### src/include/aha_pkg.sv
// Purpose: Shared constants for the host attention and port select block
// Assumes: One system clock; bus strobes synchronous to it
// Notes:   Bus field encodings and reset values live here

package aha_pkg;
    // Bus field encodings
    localparam logic       RW_READ        = 1'b1;
    localparam logic       RW_WRITE       = 1'b0;
    localparam logic       SEL_CTRL       = 1'b1;
    localparam logic       SEL_DATA       = 1'b0;
    localparam logic       PORT_PARALLEL  = 1'b0;
    localparam logic       PORT_SERIAL    = 1'b1;
    localparam logic       CS_ACTIVE      = 1'b0;
    // Reset values
    localparam logic       ATTN_RESET     = 1'b0;
    localparam logic       SERIAL_RESET   = 1'b0;
    // Cause vector layout
    localparam int         CAUSE_W        = 5;
    localparam int         C_DONE         = 0;
    localparam int         C_WREQ         = 1;
    localparam int         C_RDY          = 2;
    localparam int         C_ERR          = 3;
    localparam int         C_POR          = 4;
    localparam logic [4:0] CAUSE_RESET    = 5'h00;
    // Power-on reset completion delay in system clocks
    localparam logic [3:0] POR_CYCLES     = 4'h8;

    // Access classes decoded from a qualified bus cycle
    typedef enum logic [1:0] {
        AHA_ACC_NONE,
        AHA_ACC_READ,
        AHA_ACC_WRITE
    } aha_acc_e;
endpackage

### src/core/aha_attention.sv
// Purpose: Attention request and overflow flag of the postprocessor host port
// Assumes: Master clock runs continuously; strobes synchronous to sys_clk
// Notes:   Port mode is latched once after reset release
//
// What this block does
// - In serial mode the overflow flag output is low without overflow and high on overflow.
// - In parallel mode the attention output rests low and rises only for a defined cause.
// - Instruction completion raises attention; an instruction write or status read clears it.
// - A write-data request raises attention; a host data write clears it.
// - Read data becoming ready raises attention; a host data read clears it.
// - A configuration ID/checksum error or overflow raises attention; only a status read clears it.
// - Completing power-on reset raises attention until the host reads status.
// - Read/write select high starts a read, low starts a write.
// - Bus cycles count only while chip select is low.
// - Interface select low picks parallel, high picks serial, sampled at power-up.
// - Register selector high addresses status/instruction, low addresses data transfers.
`timescale 1ns/1ps

module aha_attention
    import aha_pkg::*;
#(
    parameter logic [3:0] POR_DELAY = POR_CYCLES
)
(
    // Clock and reset
    input  wire logic sys_clk,
    input  wire logic rst_n,
    input  wire logic clk_en,
    // Interface select strap
    input  wire logic interface_select,
    // Parallel bus
    input  wire logic cycle_strobe,
    input  wire logic chip_select_n,
    input  wire logic read_write_sel,
    input  wire logic register_selector,
    // Postprocessor events
    input  wire logic instr_done,
    input  wire logic write_data_req,
    input  wire logic read_data_ready,
    input  wire logic cfg_error,
    input  wire logic pp_overflow,
    // Outputs
    output logic      attention_out,
    output logic      overflow_flag_out,
    output logic      serial_mode,
    output logic      por_done,
    output logic      status_read,
    output logic      instr_write,
    output logic      data_read,
    output logic      data_write,
    output logic [4:0] cause_pending
);
    import aha_pkg::*;

    aha_acc_e   acc;
    logic       mode_taken_reg,  mode_taken_next;
    logic       serial_reg,      serial_next;
    logic [3:0] por_cnt_reg,     por_cnt_next;
    logic       por_done_reg,    por_done_next;
    logic [4:0] cause_reg,       cause_next;
    logic       attn_reg,        attn_next;
    logic       ovf_reg,         ovf_next;
    logic       st_rd_reg, st_rd_next, in_wr_reg, in_wr_next;
    logic       d_rd_reg, d_rd_next, d_wr_reg, d_wr_next;
    logic       st_rd_c, in_wr_c, d_rd_c, d_wr_c;
    logic       ev_done, ev_wreq, ev_rdy, ev_err, ev_por;

    // Cycle qualification
    aha_access_decode u_decode (
        .cycle_strobe   (cycle_strobe),
        .chip_select_n  (chip_select_n),
        .read_write_sel (read_write_sel),
        .acc            (acc)
    );

    // Next sticky value: set wins over clear
    function automatic logic sticky(input logic cur, input logic set, input logic clr);
        sticky = set | (cur & ~clr);
    endfunction

    // Access decode, parallel mode only; selector splits control from data
    always_comb
    begin
        st_rd_c = 1'b0;
        in_wr_c = 1'b0;
        d_rd_c  = 1'b0;
        d_wr_c  = 1'b0;
        if (mode_taken_reg && !serial_reg)
        begin
            st_rd_c = acc == AHA_ACC_READ  && register_selector == SEL_CTRL;
            in_wr_c = acc == AHA_ACC_WRITE && register_selector == SEL_CTRL;
            d_rd_c  = acc == AHA_ACC_READ  && register_selector == SEL_DATA;
            d_wr_c  = acc == AHA_ACC_WRITE && register_selector == SEL_DATA;
        end
    end

    // Port mode strap, caught once after reset release and then frozen
    always_comb
    begin
        mode_taken_next = 1'b1;
        serial_next     = mode_taken_reg ? serial_reg
                        : (interface_select == PORT_SERIAL);
    end

    // Power-on reset completion counter
    always_comb
    begin
        por_cnt_next  = por_cnt_reg;
        por_done_next = por_done_reg;
        ev_por        = 1'b0;
        if (!por_done_reg)
        begin
            if (por_cnt_reg >= POR_DELAY - 4'h1)
            begin
                por_done_next = 1'b1;
                ev_por        = 1'b1;
            end
            else
            begin
                por_cnt_next = por_cnt_reg + 4'h1;
            end
        end
    end

    // Cause events and per-cause clears
    always_comb
    begin
        ev_done = instr_done;
        ev_wreq = write_data_req;
        ev_rdy  = read_data_ready;
        ev_err  = cfg_error | pp_overflow;
        cause_next[C_DONE] = sticky(cause_reg[C_DONE], ev_done, in_wr_c | st_rd_c);
        cause_next[C_WREQ] = sticky(cause_reg[C_WREQ], ev_wreq, d_wr_c);
        cause_next[C_RDY]  = sticky(cause_reg[C_RDY],  ev_rdy,  d_rd_c);
        cause_next[C_ERR]  = sticky(cause_reg[C_ERR],  ev_err,  st_rd_c);
        cause_next[C_POR]  = sticky(cause_reg[C_POR],  ev_por,  st_rd_c);
        // Attention only in parallel mode, OR of all pending
        attn_next = !serial_next && (|cause_next);
        // Overflow flag follows overflow in serial mode
        ovf_next  = serial_next && pp_overflow;
        st_rd_next = st_rd_c;
        in_wr_next = in_wr_c;
        d_rd_next  = d_rd_c;
        d_wr_next  = d_wr_c;
    end

    // State registers, frozen while clock enable is low
    always_ff @(posedge sys_clk or negedge rst_n)
    begin
        if (!rst_n)
        begin
            mode_taken_reg <= 1'b0;
            serial_reg     <= SERIAL_RESET;
            por_cnt_reg    <= 4'h0;
            por_done_reg   <= 1'b0;
            cause_reg      <= CAUSE_RESET;
            attn_reg       <= ATTN_RESET;
            ovf_reg        <= 1'b0;
            st_rd_reg      <= 1'b0;
            in_wr_reg      <= 1'b0;
            d_rd_reg       <= 1'b0;
            d_wr_reg       <= 1'b0;
        end
        else if (clk_en)
        begin
            mode_taken_reg <= mode_taken_next;
            serial_reg     <= serial_next;
            por_cnt_reg    <= por_cnt_next;
            por_done_reg   <= por_done_next;
            cause_reg      <= cause_next;
            attn_reg       <= attn_next;
            ovf_reg        <= ovf_next;
            st_rd_reg      <= st_rd_next;
            in_wr_reg      <= in_wr_next;
            d_rd_reg       <= d_rd_next;
            d_wr_reg       <= d_wr_next;
        end
    end

    // Outputs straight from flip-flops
    assign attention_out     = attn_reg;
    assign overflow_flag_out = ovf_reg;
    assign serial_mode       = serial_reg;
    assign por_done          = por_done_reg;
    assign status_read       = st_rd_reg;
    assign instr_write       = in_wr_reg;
    assign data_read         = d_rd_reg;
    assign data_write        = d_wr_reg;
    assign cause_pending     = cause_reg;
endmodule

### src/core/aha_access_decode.sv
// Purpose: Qualify one parallel bus cycle into an access class
// Assumes: Strobe is a one-cycle pulse marking a bus cycle
// Notes:   Purely combinational; registered by the caller
`timescale 1ns/1ps

module aha_access_decode
    import aha_pkg::*;
(
    // Bus pins
    input  wire logic      cycle_strobe,
    input  wire logic      chip_select_n,
    input  wire logic      read_write_sel,
    // Result
    output aha_pkg::aha_acc_e acc
);
    // Only cycles with chip select low count; direction from select pin
    always_comb
    begin
        acc = AHA_ACC_NONE;
        if (cycle_strobe && chip_select_n == CS_ACTIVE)
        begin
            acc = (read_write_sel == RW_READ) ? AHA_ACC_READ : AHA_ACC_WRITE;
        end
    end
endmodule

### config.mk
export PLATFORM = sky130hd
export DESIGN_NAME = aha_attention
export DESIGN_NICKNAME = d
export VERILOG_FILES = /design/src/include/aha_pkg.sv /design/src/core/aha_attention.sv /design/src/core/aha_access_decode.sv
export SDC_FILE = /design/constraint.sdc
export NUM_CORES = 1
export LEC_CHECK = 0
export BUFFER_PORTS_ARGS = -buffer_cell sky130_fd_sc_hd__clkbuf_2
export CAP_MARGIN = 10
export CORE_MARGIN = 1.5
export CORE_UTILIZATION = 48
export DETAILED_ROUTE_END_ITERATION = 10
export GPL_TIMING_DRIVEN = 0
export PLACE_DENSITY = 0.76
export SYNTH_ARGS = -nofsm -noshare
export SYNTH_HDL_FRONTEND = slang
export SYNTH_SLANG_ARGS = --single-unit
### constraint.sdc
create_clock -name sys_clk -period 1.6 [get_ports sys_clk]
set_input_delay 0.08 -clock sys_clk [delete_from_list [all_inputs] [get_ports sys_clk]]
set_output_delay 0.08 -clock sys_clk [all_outputs]
set_load 0.02 [all_outputs]
-- Word-level counts from Yosys, hierarchy flattened
Cells that the tools add are included.
- output and inout bits: 13
- bits in registers: 18
- word-level logic and storage cells: 57
- bits of input ports: 13
- reductions and logical operators: 12
- add/sub/neg operators: 1
- mux-type cells: 10
- eq/ne operators: 2
- $lt $le $gt $ge: 1
- bitwise logic cells: 20
- operator list (kind ; count):
    $logic_and A1 B1 Y1 ; 8
    $mux W1 ; 8
    $not A1 Y1 ; 8
    $or A1 B1 Y1 ; 7
    $and A1 B1 Y1 ; 5
    $reduce_or A5 Y1 ; 1
    $add A4 B1 Y4 const B ; 1
    $ge A4 B3 Y1 const B ; 1
    $mux W2 ; 2
    $reduce_and A3 Y1 ; 1
    $eq A2 B1 Y1 const B ; 1
    $eq A2 B2 Y1 const B ; 1
    $logic_not A1 Y1 ; 2

-- Depth between registers and ports, before layout
Gate-level depths: netlist of run 1.
- depth in word-level cells: 12
- depth in mapped cells: 5

-- Hierarchy
A second synthesis of run 1 with hierarchy kept.
- cells, all modules: 77
- area, all modules: 843.3 µm²
- by module, submodules not included (module ; times used ; cells an instance ; area each (µm²)):
    aha_attention ; 1 ; 75 ; 822.0
    aha_access_decode ; 1 ; 2 ; 21.3

-- Worst setup path before layout of run 1
OpenSTA, ideal clock, no wires.
- path kind: register to register
- start point: reg serial_reg (netlist: serial_mode)
- end point: reg attn_reg (netlist: attention_out)
- library setup time: 130 ps
- required time: 1470 ps
- stages on the path, launching flop included: 5
- slack: 98 ps
- arrival time: 1372 ps
- clock period less this slack: 1502 ps
- buffers on the path: 0
- path through: dfrtp_1 -> and4bb_4 -> a31oi_1 -> a2111oi_4 -> o221ai_2
- longest elaborated chain between the ends: 9
- elaborated cells on any way between the ends: 25
- RTL lines (what ; line ; source):
    from (decl) ; aha_attention.sv:57 ; logic serial_reg, serial_next;
    from (signal assigned) ; aha_attention.sv:167 ; serial_reg <= serial_next;
    $logic_not A1 Y1 ; aha_attention.sv:88 ; if (mode_taken_reg && !serial_reg)
    $logic_and A1 B1 Y1 ; aha_attention.sv:88 ;
    $mux W1 ; aha_attention.sv:88 ;
    $or A1 B1 Y1 ; aha_attention.sv:132 ; cause_next[C_DONE] = sticky(cause_reg[C_DONE], ev_done, in_wr_c | st_rd_c);
    $not A1 Y1 ; aha_attention.sv:78 ; sticky = set | (cur & ~clr);
    $and A1 B1 Y1 ; aha_attention.sv:78 ;
    $or A1 B1 Y1 ; aha_attention.sv:78 ;
    $reduce_or A5 Y1 ; aha_attention.sv:138 ; attn_next = !serial_next && (|cause_next);
    $logic_and A1 B1 Y1 * ; aha_attention.sv:138 ;
    to (signal assigned) ; aha_attention.sv:171 ; attn_reg <= attn_next;
    to (decl) ; aha_attention.sv:61 ; logic attn_reg, attn_next;
Every way passes the cells marked *; elsewhere a longest branch is shown, timed or not.
A chain may end at the register's enable or synchronous reset.

-- Worst setup path in the final report of run 1
Same ends and word-level chain as after synthesis.

==> impl_metrics.tcl, run 1 <==
set metrics [dict create \
    critPathRequiredTime_ns 1.78 \
    asyncSetResetFlopFracSynth_pct 100 \
    max_stage_delay_ns 0.42 \
    ys.flop_type "dfrtp_1" \
    use_met1_pct 25.5 \
    number_of_global_route_vias_before_repair 664 \
    vias_per_cell 5.76 \
    finalSetupViolCount 0 \
    max_slew.worst_pin.slew_ns 0.436 \
    chipWidth_um 44.4 \
    gpl.final_weighted_congestion 0.762 \
    synthesis.area_per_instance_sq_um 11.4 \
    critPathMaxFanout 5 \
    path_delay_family "compound AO/OA/AOI/OAI gates" \
    post_synth_inst_count 72 \
    endpoint_kind "register" \
    first_iter_violations 20 \
    largest_register_ffs 5 \
    antenna_cells 0 \
    synth_most_common_cell "dfrtp_1" \
    chipHeight_um 44.4 \
    relSlewSlack_pct 70.9 \
    critical_path.startpoint_type "register" \
    synth-seq-area-share_pct 54.8 \
    io_pins 26 \
    syn2layout_area_growth_pct 24.2 \
    cts.clk_slew.worst_paths_ns 0.10 \
    post-cts-setup-buffers 0 \
    path_type_of_the_worst_setup_path "reg2reg" \
    number_of_nets_in_the_synthesized_netlist 86 \
    first_pass_iters 6 \
    synthesis.yosys.warnings 0 \
    synth_common_cells "18 x dfrtp_1, 6 x nand2_1, 5 x inv_1, 5 x o21ai_0" \
    wp_buf_inv 0 \
    finalCriticalPeriod_ns 1.52 \
    rsz_0062_raised_after_global_routing "no" \
    final-max-slew-violation-count 0 \
    final_layout_size_suffix_gt1_share_pct 38.2 \
    drc_viols 9 \
    area_contributors_post_synth "dfrtp_1 55%, a2111oi_4 3.3%, o21ai_0 3.0%" \
    cts_tree "done" \
    synth_enable_flop_cells 0 \
    number_of_distinct_library_cells_after_synthesis 30 \
    synth.cell_area_sq_um 822 \
    leakage_nw 0.520 \
    final_net_count 117 \
    fin_tns_setup_ns 0 \
    row_count 14 \
    grt-ovfl-total 0 \
    use_met2_pct 34.1 \
    finalWorstSetupSlack_ns 0.0838 \
    power.internal_uw 663 \
    cts_root_buffer "clkbuf_4" \
    outcome "finished with violations" \
    busiest_layer "met2" \
    comb_pwr_share_pct 14.4 \
    path_cells "and4bb_4 -> a31oi_1 -> a2111oi_4 -> o221ai_2" \
    floorplan.core_area_sq_um 1560 \
    insertion_delay_ns 0.29 \
    grt_pass1_wl_um 2850 \
    final_hold_violation_count 0 \
    irDropWorstVdd_v 0.000551 \
    worst_path_max_delay_cell "dfrtp_1" \
    power_density_nw_per_um2 871 \
    cts_buffer_depth 2 \
    htree_levels 1 \
    hp-class "in2reg" \
    cts.sinks 18 \
    ant_nets 0 \
    met3_usage_pct 2.86 \
    buffer_ports.inserted 25 \
    synth_seq_cells 18 \
    period_share_pct 94.8 \
    synthDominantCellAreaShare_pct 54.8 \
    placed_area_sq_um 967 \
    cts_made_buffers 3 \
    area_of_all_placed_cells_without_fillers_sq_um 1020 \
    dr_total_vias 680 \
    arrival_ns 1.70 \
    floorplan.initialDensity_pct 52.7 \
    power_frac_seq_pct 54.8 \
    skew_ns 0.00703 \
    netlist.top_cell.by_area "dfrtp_1" \
    switching_power_uw 227 \
    drt_wl_total_um 1660 \
    power.clock.fraction_pct 30.8 \
    place_worst_setup_slack_ns -0.0330 \
    post_drt_wl_per_cell_um 14.1 \
    dp_hpwl_um 1300 \
    number_of_antenna_violations_at_the_first_check_in_global_routing 0 \
    switching_share_pct 25.5 \
    groute.usage.overall_pct 20.4 \
    design.die.area_sq_um 1970 \
    grt_max_degree 19 \
    max_cap_viol_count 0 \
    achievable-frequency_mhz 660 \
    violations "design-rule violations" \
]
repair_timing:
| item | in CTS | in global routing |
|---|---|---|
| pin swaps | 1 | 1 |
| endpoints found under the hold margin | 18 | 0 |
| endpoints found under the setup margin | 1 | 2 |
| resized for setup | 0 | 3 |
| gates cloned | 0 | 0 |
| hold buffers | 1 | 0 |
power by group through the flow:
stage                     Clock [mW]  Sequential (mW)  Combinational (mW)
final                          0.274            0.487               0.128
after global placement             0            0.494               0.126
after CTS                      0.280            0.487               0.130
after global routing           0.298            0.490               0.141
after detailed placement           0            0.495               0.128
after floorplan                    0            0.518              0.0467
path summary, 6_finish.rpt:
path                                         startpoint                            end  slack, ns  depth (start not counted)
max in group asynchronous                         rst_n   cause_pending[3]$_DFFE_PN0P_       1.04                          2
worst max-delay path            serial_mode$_DFFE_PN0P_      attention_out$_DFFE_PN0P_       0.08                          4
min in group asynchronous                         rst_n        serial_mode$_DFFE_PN0P_       0.26                          2
worst min register to register  instr_write$_DFFE_PN0P_        instr_write$_DFFE_PN0P_       0.52                          1
worst max register to register  serial_mode$_DFFE_PN0P_      attention_out$_DFFE_PN0P_       0.08                          4
worst min-delay path                        pp_overflow  overflow_flag_out$_DFFE_PN0P_       0.03                          3
layout by cell type (no fill, tap or decap), drive strengths merged:
master       instances
clkbuf              31
dfrtp               18
nand2                7
inv                  5
o21ai                5
nor2                 4
a21oi                4
a21o                 3
mux2                 2
nand3b               2
a22o                 2
and4bb               1
nand4                1
and2b                1
nand3                1
and3                 1
xor2                 1
or2                  1
mux2i                1
o21a                 1
a41o                 1
a32o                 1
nor4                 1
a31oi                1
a2111oi              1
nand2b               1
o221ai               1
o22ai                1
ha                   1
dlygate4sd3          1
metal layers:
layer,wire length (um),share of wire [%],vias to the layer above
li1,-,-,318
met1,763,46,335
met3,94,5.7,5
met5,0,0,-
met4,33,2.0,0
met2,769,46,22
area by class of cell:
| class | count | area [sq um] |
|---|---|---|
| Inverter | 5 | 18.8 |
| Clock buffer | 4 | 36.3 |
| Timing Repair Buffer | 26 | 135 |
| Fill cell | 121 | 538 |
| Tap cell | 16 | 20.0 |
| Multi-Input combinational cell | 47 | 353 |
| Buffer | 2 | 7.51 |
| Sequential cell | 18 | 450 |
worst register-to-register path, cell delays in order, from the launching register on:
cell and delay, ns:
dfrtp_1 0.42, and4bb_4 0.37, a31oi_1 0.15, a2111oi_4 0.34
o221ai_2 0.13
stage by stage:
stage / power, mW / util (%) / cells / hold slack, ns
after floorplan: 0.564 / - / 72 / -0.216
after global placement: 0.620 / 62.0 / 113 / 0.0399
after detailed placement: 0.623 / 62.0 / 113 / 0.0418
after CTS: 0.897 / 65.0 / 118 / 0.0244
after global routing: 0.929 / 65.5 / 118 / 0.0233
final: 0.889 / 65.5 / 118 / 0.0293
cells by family (layout without fill, tap and decap cells):
logic type               Yosys count  after routing  synth area share (%)
AO/OA/AOI/OAI                     21             21                  20.4
multiplexers                       3              3                  3.96
XOR/XNOR                           1              1                  1.07
flip-flops                        18             18                  54.8
AND/OR/NAND/NOR                   21             21                  15.1
adder cells (fa/ha/maj)            1              1                  1.52
buffers and inverters              7             37                  3.20
Note: power is estimated with default switching activity, not from simulation.
==> inputs of run 2 (changes only) <==
--- a/config.mk
+++ b/config.mk
@@ -5,13 +5,14 @@
 export SDC_FILE = /design/constraint.sdc
 export NUM_CORES = 1
 export LEC_CHECK = 0
+export ABC_AREA = 1
 export BUFFER_PORTS_ARGS = -buffer_cell sky130_fd_sc_hd__clkbuf_2
 export CAP_MARGIN = 10
 export CORE_MARGIN = 1.5
 export CORE_UTILIZATION = 48
 export DETAILED_ROUTE_END_ITERATION = 10
 export GPL_TIMING_DRIVEN = 0
-export PLACE_DENSITY = 0.76
+export PLACE_DENSITY_LB_ADDON = 0.12
 export SYNTH_ARGS = -nofsm -noshare
 export SYNTH_HDL_FRONTEND = slang
 export SYNTH_SLANG_ARGS = --single-unit
==> constraint.sdc (replaced) <==
create_clock -name sys_clk -period 1.6 [get_ports sys_clk]
set_input_delay 0.08 -clock sys_clk [delete_from_list [all_inputs] [get_ports sys_clk]]
set_output_delay 0.08 -clock sys_clk [all_outputs]
set_load 0.005 [all_outputs]
==> run 2 against run 1 <==
  * The run now ends clean
  * Hold slack lost 0.027 ns
  * Total power grew 3.2%
  * Non-clock buffer count grew 1
  * Clock power grew 4%
  * Global-route usage shrank 3.1 points
  * Wire length shrank 8.2%
  * Largest power group unchanged
  * Critical path type unchanged
  * Via count grew 4.7%
  * Design area grew 2.2%
  * Highest routed layer unchanged
  * First-iteration DRC count shrank 80%
  * Largest cell class unchanged
  * Setup slack gained 0.097 ns
  * Sequential cell count is the same
  * Critical endpoint unchanged
  * Critical path depth grew 5
==> impl_metrics.tcl, run 2 <==
set metrics [dict create \
    synth_common_cells "33 x nand2_1, 18 x dfrtp_1, 8 x nor2_1, 7 x inv_2" \
    cts_root_buffer "clkbuf_4" \
    most_common_cell_after_layout_fill_and_taps_aside "nand2_1" \
    skew_ns 0.000486 \
    max_cap_viol_count 0 \
    critPathMaxFanout 3 \
    reg2reg_to "attention_out$_DFFE_PN0P_" \
    reg2reg_slack_ns 0.18 \
    design.die.area_sq_um 2010 \
    synthesis.yosys.warnings 0 \
    synth_seq_cells 18 \
    synth_most_common_cell "nand2_1" \
    area_contributors_post_synth "dfrtp_1 54%, nand2_1 15%, o21ai_0 3.6%" \
    critPathRequiredTime_ns 1.80 \
    final_hold_violation_count 0 \
    cts_made_buffers 3 \
    final_layout_size_suffix_gt1_share_pct 33.8 \
    post_synth_inst_count 99 \
    crit_path_end "attention_out$_DFFE_PN0P_" \
    vias_per_cell 4.88 \
    cts_buffer_depth 2 \
    mostFrequentLayoutCells "33 x nand2_1, 25 x clkbuf_2, 18 x dfrtp_1, 8 x nor2_1, 7 x inv_2" \
    largest_register_ffs 5 \
    achievable-frequency_mhz 705 \
    hp-class "in2reg" \
    synthesis.area_per_instance_sq_um 8.47 \
    r2r-start "por_cnt_reg[0]$_DFFE_PN0P_" \
    groute.usage.overall_pct 17.3 \
    outcome "completed" \
    synth-seq-area-share_pct 53.7 \
    irDropWorstVdd_v 0.000545 \
    first_pass_iters 4 \
    netlist.top_cell.by_area "dfrtp_1" \
    arrival_ns 1.62 \
    max_slew.worst_pin.slew_ns 0.434 \
    origin_of_the_worst_setup_path "por_cnt_reg[0]$_DFFE_PN0P_" \
    post_drt_wl_per_cell_um 10.4 \
    chipHeight_um 44.8 \
    grt_pass1_wl_um 2460 \
    final-max-slew-violation-count 0 \
    rr_worst_depth 9 \
    fillCellCount 151 \
    finalSetupViolCount 0 \
    post-cts-setup-buffers 0 \
    number_of_antenna_violations_at_the_first_check_in_global_routing 0 \
    syn2layout_area_growth_pct 24.5 \
    first_iter_violations 4 \
    leakage_nw 0.567 \
    antenna_cells 0 \
    rsz_0062_raised_after_global_routing "no" \
    drt_wl_total_um 1520 \
    grt_max_degree 19 \
    io_pins 26 \
    period_share_pct 88.7 \
    path_type_of_the_worst_setup_path "reg2reg" \
    htree_levels 1 \
    drc_viols 0 \
    critical_path.startpoint_type "register" \
    cts.clk_slew.worst_paths_ns 0.10 \
    fin_tns_setup_ns 0 \
    dp_hpwl_um 1230 \
    synthDominantCellAreaShare_pct 53.7 \
    total_power_uw 917 \
    grt-ovfl-total 0 \
    dr_total_vias 712 \
    ant_nets 0 \
    cts.sinks 18 \
    power_density_nw_per_um2 879 \
    buffer_ports.inserted 25 \
    relSlewSlack_pct 71.0 \
    endpoint_kind "register" \
    asyncSetResetFlopFracSynth_pct 100 \
    number_of_distinct_library_cells_after_synthesis 19 \
    synth.cell_area_sq_um 838 \
    row_count 14 \
    final_net_count 145 \
    number_of_nets_in_the_synthesized_netlist 113 \
    finalCriticalPeriod_ns 1.42 \
    floorplan.initialDensity_pct 53.2 \
    gpl.final_weighted_congestion 0.722 \
    insertion_delay_ns 0.30 \
    floorplan.core_area_sq_um 1580 \
    number_of_global_route_vias_before_repair 613 \
    chipWidth_um 44.8 \
    ys.flop_type "dfrtp_1" \
    synth_enable_flop_cells 0 \
    cts_tree "done" \
]
[run 2: cell count changes after synthesis, moves of 3 or more]
cell and change:
nand2_1 +27, inv_2 +7, nor2_1 +4, o21ai_1 +3
[run 2: worst max-delay path, cell delays in order (launching register included)]
cell and delay, ns:
dfrtp_1 0.42, ha_1 0.23, nand2_1 0.07, nand2_1 0.12, a21oi_2 0.15, nand2_1 0.06
nor2_1 0.11, nand2_1 0.06, nand2_1 0.06, nand2_1 0.04
[run 2: power breakdown]
group / switching [mW] / total (mW) / leakage (nW) / internal, mW
clock network: 0.146 / 0.285 / 0.0210 / 0.139
logic: 0.0748 / 0.135 / 0.340 / 0.0597
registers: 0.0164 / 0.498 / 0.206 / 0.481
total: 0.237 / 0.917 / 0.567 / 0.680
[run 2: worst min path at each step]
stage | startpoint | endpoint | cells past startpoint
final | pp_overflow | overflow_flag_out$_DFFE_PN0P_ | 3
after CTS | pp_overflow | overflow_flag_out$_DFFE_PN0P_ | 3
after global routing | pp_overflow | overflow_flag_out$_DFFE_PN0P_ | 3
after global placement | rst_n | por_cnt_reg[3]$_DFFE_PN0P_ | 1
after detailed placement | rst_n | por_cnt_reg[2]$_DFFE_PN0P_ | 1
after floorplan | rst_n | attention_out$_DFFE_PN0P_ | 0
[run 2: layout make-up]
| class | count | area, sq um | share of cell area, % |
|---|---|---|---|
| tap | 16 | 20.0 | 1.92 |
| buffer | 2 | 22.5 | 2.16 |
| multi-input combinational | 66 | 320 | 30.7 |
| inverter | 13 | 48.8 | 4.68 |
| clock buffer | 4 | 36.3 | 3.48 |
| timing repair buffer | 27 | 145 | 13.9 |
| sequential | 18 | 450 | 43.2 |
[run 2: cell families (layout without fill, tap and decap cells)]
kind of cell               after synthesis  count (layout)  synth area share, %
adders and majority gates                1               1                 1.49
buffers and inverters                   15              46                 8.51
AOI/OAI and AO/OA                       16              16                 10.9
xor gates and xnor gates                 1               1                 1.04
and+or+nand+nor                         48              48                 24.3
DFF                                     18              18                 53.7
[run 2: repair_timing]
| item | 4_1_cts | 5_1_grt |
|---|---|---|
| hold buffers | 2 | 0 |
| gates resized for setup | 0 | 1 |
| setup endpoints to repair | 0 | 1 |
| hold endpoints to repair | 19 | 0 |
[run 2: metrics by stage]
stage                     std cells  instance area (sq um)  util, %  setup slack, ns  hold slack [ns]
final                           146                   1040     66.2            0.181          0.00279
after global placement          140                    983     62.4            0.194           0.0439
after floorplan                  99                    838        -            0.333           -0.216
after detailed placement        140                    983     62.4            0.161           0.0408
after CTS                       146                   1040     66.0            0.148          0.00535
after global routing            146                   1040     66.2           0.0273           0.0151
[run 2: metal layers]
metal | vias to the layer above | global-route usage [%] | part of all wire (%)
met5 | - | 0 | 0
met3 | 5 | 2.80 | 6.2
met4 | 0 | 10.6 | 2.6
met2 | 24 | 26.7 | 43
li1 | 374 | - | -
met1 | 309 | 22.7 | 48
==> inputs of run 3 (changes only) <==
--- a/config.mk
+++ b/config.mk
@@ -5,7 +5,6 @@
 export SDC_FILE = /design/constraint.sdc
 export NUM_CORES = 1
 export LEC_CHECK = 0
-export ABC_AREA = 1
 export BUFFER_PORTS_ARGS = -buffer_cell sky130_fd_sc_hd__clkbuf_2
 export CAP_MARGIN = 10
 export CORE_MARGIN = 1.5
==> run 3 against run 2 <==
  * The run now ends with design-rule violations left
  * Cell count fell by 19%
  * Critical endpoint is now por_cnt_reg[1]$_DFFE_PN0P_
  * Maximum frequency fell by 7.4%
  * First-iteration DRC count rose to 3.8 times the previous value
==> impl_metrics.tcl, run 3 (same netlist as run 1, synthesis figures left out) <==
set metrics [dict create \
    max_slew.worst_pin.slew_ns 0.437 \
    outcome "finished with violations" \
    final_net_count 117 \
    irDropWorstVdd_v 0.000591 \
    most_common_cell_after_layout_fill_and_taps_aside "clkbuf_2" \
    largest_register_ffs 5 \
    vias_per_cell 5.52 \
    finalSetupViolCount 0 \
    max_cap_viol_count 0 \
    max_stage_delay_ns 0.42 \
    r2r-start "por_cnt_reg[0]$_DFFE_PN0P_" \
    power_frac_seq_pct 55.9 \
    io_pins 26 \
    total_power_uw 870 \
    reg2reg_to "por_cnt_reg[1]$_DFFE_PN0P_" \
    final-max-slew-violation-count 0 \
    final_layout_size_suffix_gt1_share_pct 37.3 \
    reg2reg_slack_ns 0.07 \
    cts.clk_slew.worst_paths_ns 0.11 \
    relSlewSlack_pct 70.9 \
    number_of_global_route_vias_before_repair 607 \
    floorplan.core_area_sq_um 1560 \
    violations "design-rule violations" \
    buffer_ports.inserted 25 \
    critPathRequiredTime_ns 1.78 \
    finalCoreUtilization_pct 65.3 \
    power.internal_uw 662 \
    finalCriticalPeriod_ns 1.53 \
    hp-class "in2reg" \
    final_hold_violation_count 0 \
    chipHeight_um 44.4 \
    row_count 14 \
    post_drt_wl_per_cell_um 14.3 \
    endpoint_kind "register" \
    holdWs_ns 0.0293 \
    area_of_all_placed_cells_without_fillers_sq_um 1020 \
    power.clock.fraction_pct 31.8 \
    grt-ovfl-total 0 \
    drc_viols 4 \
    floorplan.initialDensity_pct 52.7 \
    fillCellCount 148 \
    period_share_pct 95.8 \
    number_of_antenna_violations_at_the_first_check_in_global_routing 0 \
    place_worst_setup_slack_ns 0.00312 \
    cts_made_buffers 3 \
    power_density_nw_per_um2 854 \
    cts_buffer_depth 2 \
    comb_pwr_share_pct 12.3 \
    worstHoldEndpoint "cause_pending[1]$_DFFE_PN0P_" \
    min_delay_path_depth 2 \
    min_from "write_data_req" \
    switching_share_pct 23.9 \
    grt_pass1_wl_um 2660 \
    chipWidth_um 44.4 \
    leakage_nw 0.523 \
    cts_tree "done" \
    cts.sinks 18 \
    insertion_delay_ns 0.29 \
    fin_tns_setup_ns 0 \
    rsz_0062_raised_after_global_routing "no" \
    switching_power_uw 208 \
    design.die.area_sq_um 1970 \
    rr_worst_depth 4 \
    dp_hpwl_um 1270 \
    mostFrequentLayoutCells "25 x clkbuf_2, 18 x dfrtp_1, 6 x nand2_1, 5 x inv_1" \
    first_iter_violations 15 \
    post-cts-setup-buffers 0 \
    achievable-frequency_mhz 653 \
    path_cells "ha_1 -> a21oi_2 -> and3_2 -> mux2_2" \
    grt_max_degree 19 \
    path_type_of_the_worst_setup_path "reg2reg" \
    post-place-cells 113 \
    first_pass_iters 7 \
    syn2layout_area_growth_pct 23.9 \
    ant_nets 0 \
    gpl.final_weighted_congestion 0.735 \
    placed_area_sq_um 967 \
    finalWorstSetupSlack_ns 0.0675 \
    stdcell_count 118 \
    skew_ns 0.00784 \
    critical_path.startpoint_type "register" \
    antenna_cells 0 \
    worst_path_max_delay_cell "dfrtp_1" \
    dr_total_vias 651 \
    htree_levels 1 \
    groute.usage.overall_pct 18.9 \
    drt_wl_total_um 1690 \
    critPathMaxFanout 4 \
    cts_root_buffer "clkbuf_4" \
    arrival_ns 1.71 \
]
==> run 3: layer usage <==
| layer | global-route usage [%] | vias up | part of all wire, % |
|---|---|---|---|
| met2 | 28.5 | 24 | 47 |
| met5 | 0 | - | 0 |
| li1 | - | 318 | - |
| met4 | 7.27 | 0 | 0.71 |
| met3 | 3.67 | 2 | 5.2 |
| met1 | 27.1 | 307 | 47 |
==> run 3: what timing repair did <==
item	4_1_cts	5_1_grt
hold buffers	1	0
endpoints found under the hold margin	18	0
resized for setup	1	2
pin swaps	0	1
endpoints found under the setup margin	1	2
==> run 3: how the worst max path moves through the flow <==
stage,to,from,cells past startpoint
floorplan,attention_out$_DFFE_PN0P_,por_cnt_reg[0]$_DFFE_PN0P_,5
global placement,attention_out$_DFFE_PN0P_,por_cnt_reg[0]$_DFFE_PN0P_,5
detailed placement,attention_out$_DFFE_PN0P_,por_cnt_reg[0]$_DFFE_PN0P_,5
CTS,attention_out$_DFFE_PN0P_,por_cnt_reg[0]$_DFFE_PN0P_,5
global route,por_cnt_reg[1]$_DFFE_PN0P_,por_cnt_reg[0]$_DFFE_PN0P_,4
finish,por_cnt_reg[1]$_DFFE_PN0P_,por_cnt_reg[0]$_DFFE_PN0P_,4
==> run 3: power groups by stage <==
stage	logic (mW)	registers (mW)	clock network, mW
2_1_floorplan	0.0468	0.496	0
3_3_place_gp	0.104	0.494	0
3_5_place_dp	0.106	0.495	0
4_1_cts	0.108	0.487	0.284
5_1_grt	0.120	0.489	0.304
6_report	0.107	0.486	0.277
==> run 3: critical path, delay by kind of cell, from the launching register on <==
kind | cells | cell delay [ns]
DFF | 1 | 0.42
adders and majority gates | 1 | 0.25
and+or+nand+nor | 1 | 0.25
AOI/OAI and AO/OA | 1 | 0.17
muxes | 1 | 0.33
==> run 3: area by class of cell <==
cell class / count / area, sq um / area share [%]
flip-flops and latches: 18 / 450 / 44.2
multi-input cells: 47 / 350 / 34.4
repair buffers: 26 / 135 / 13.3
clock buffers: 4 / 36.3 / 3.56
well taps: 16 / 20.0 / 1.97
inverters: 5 / 18.8 / 1.84
plain buffers: 2 / 7.51 / 0.737
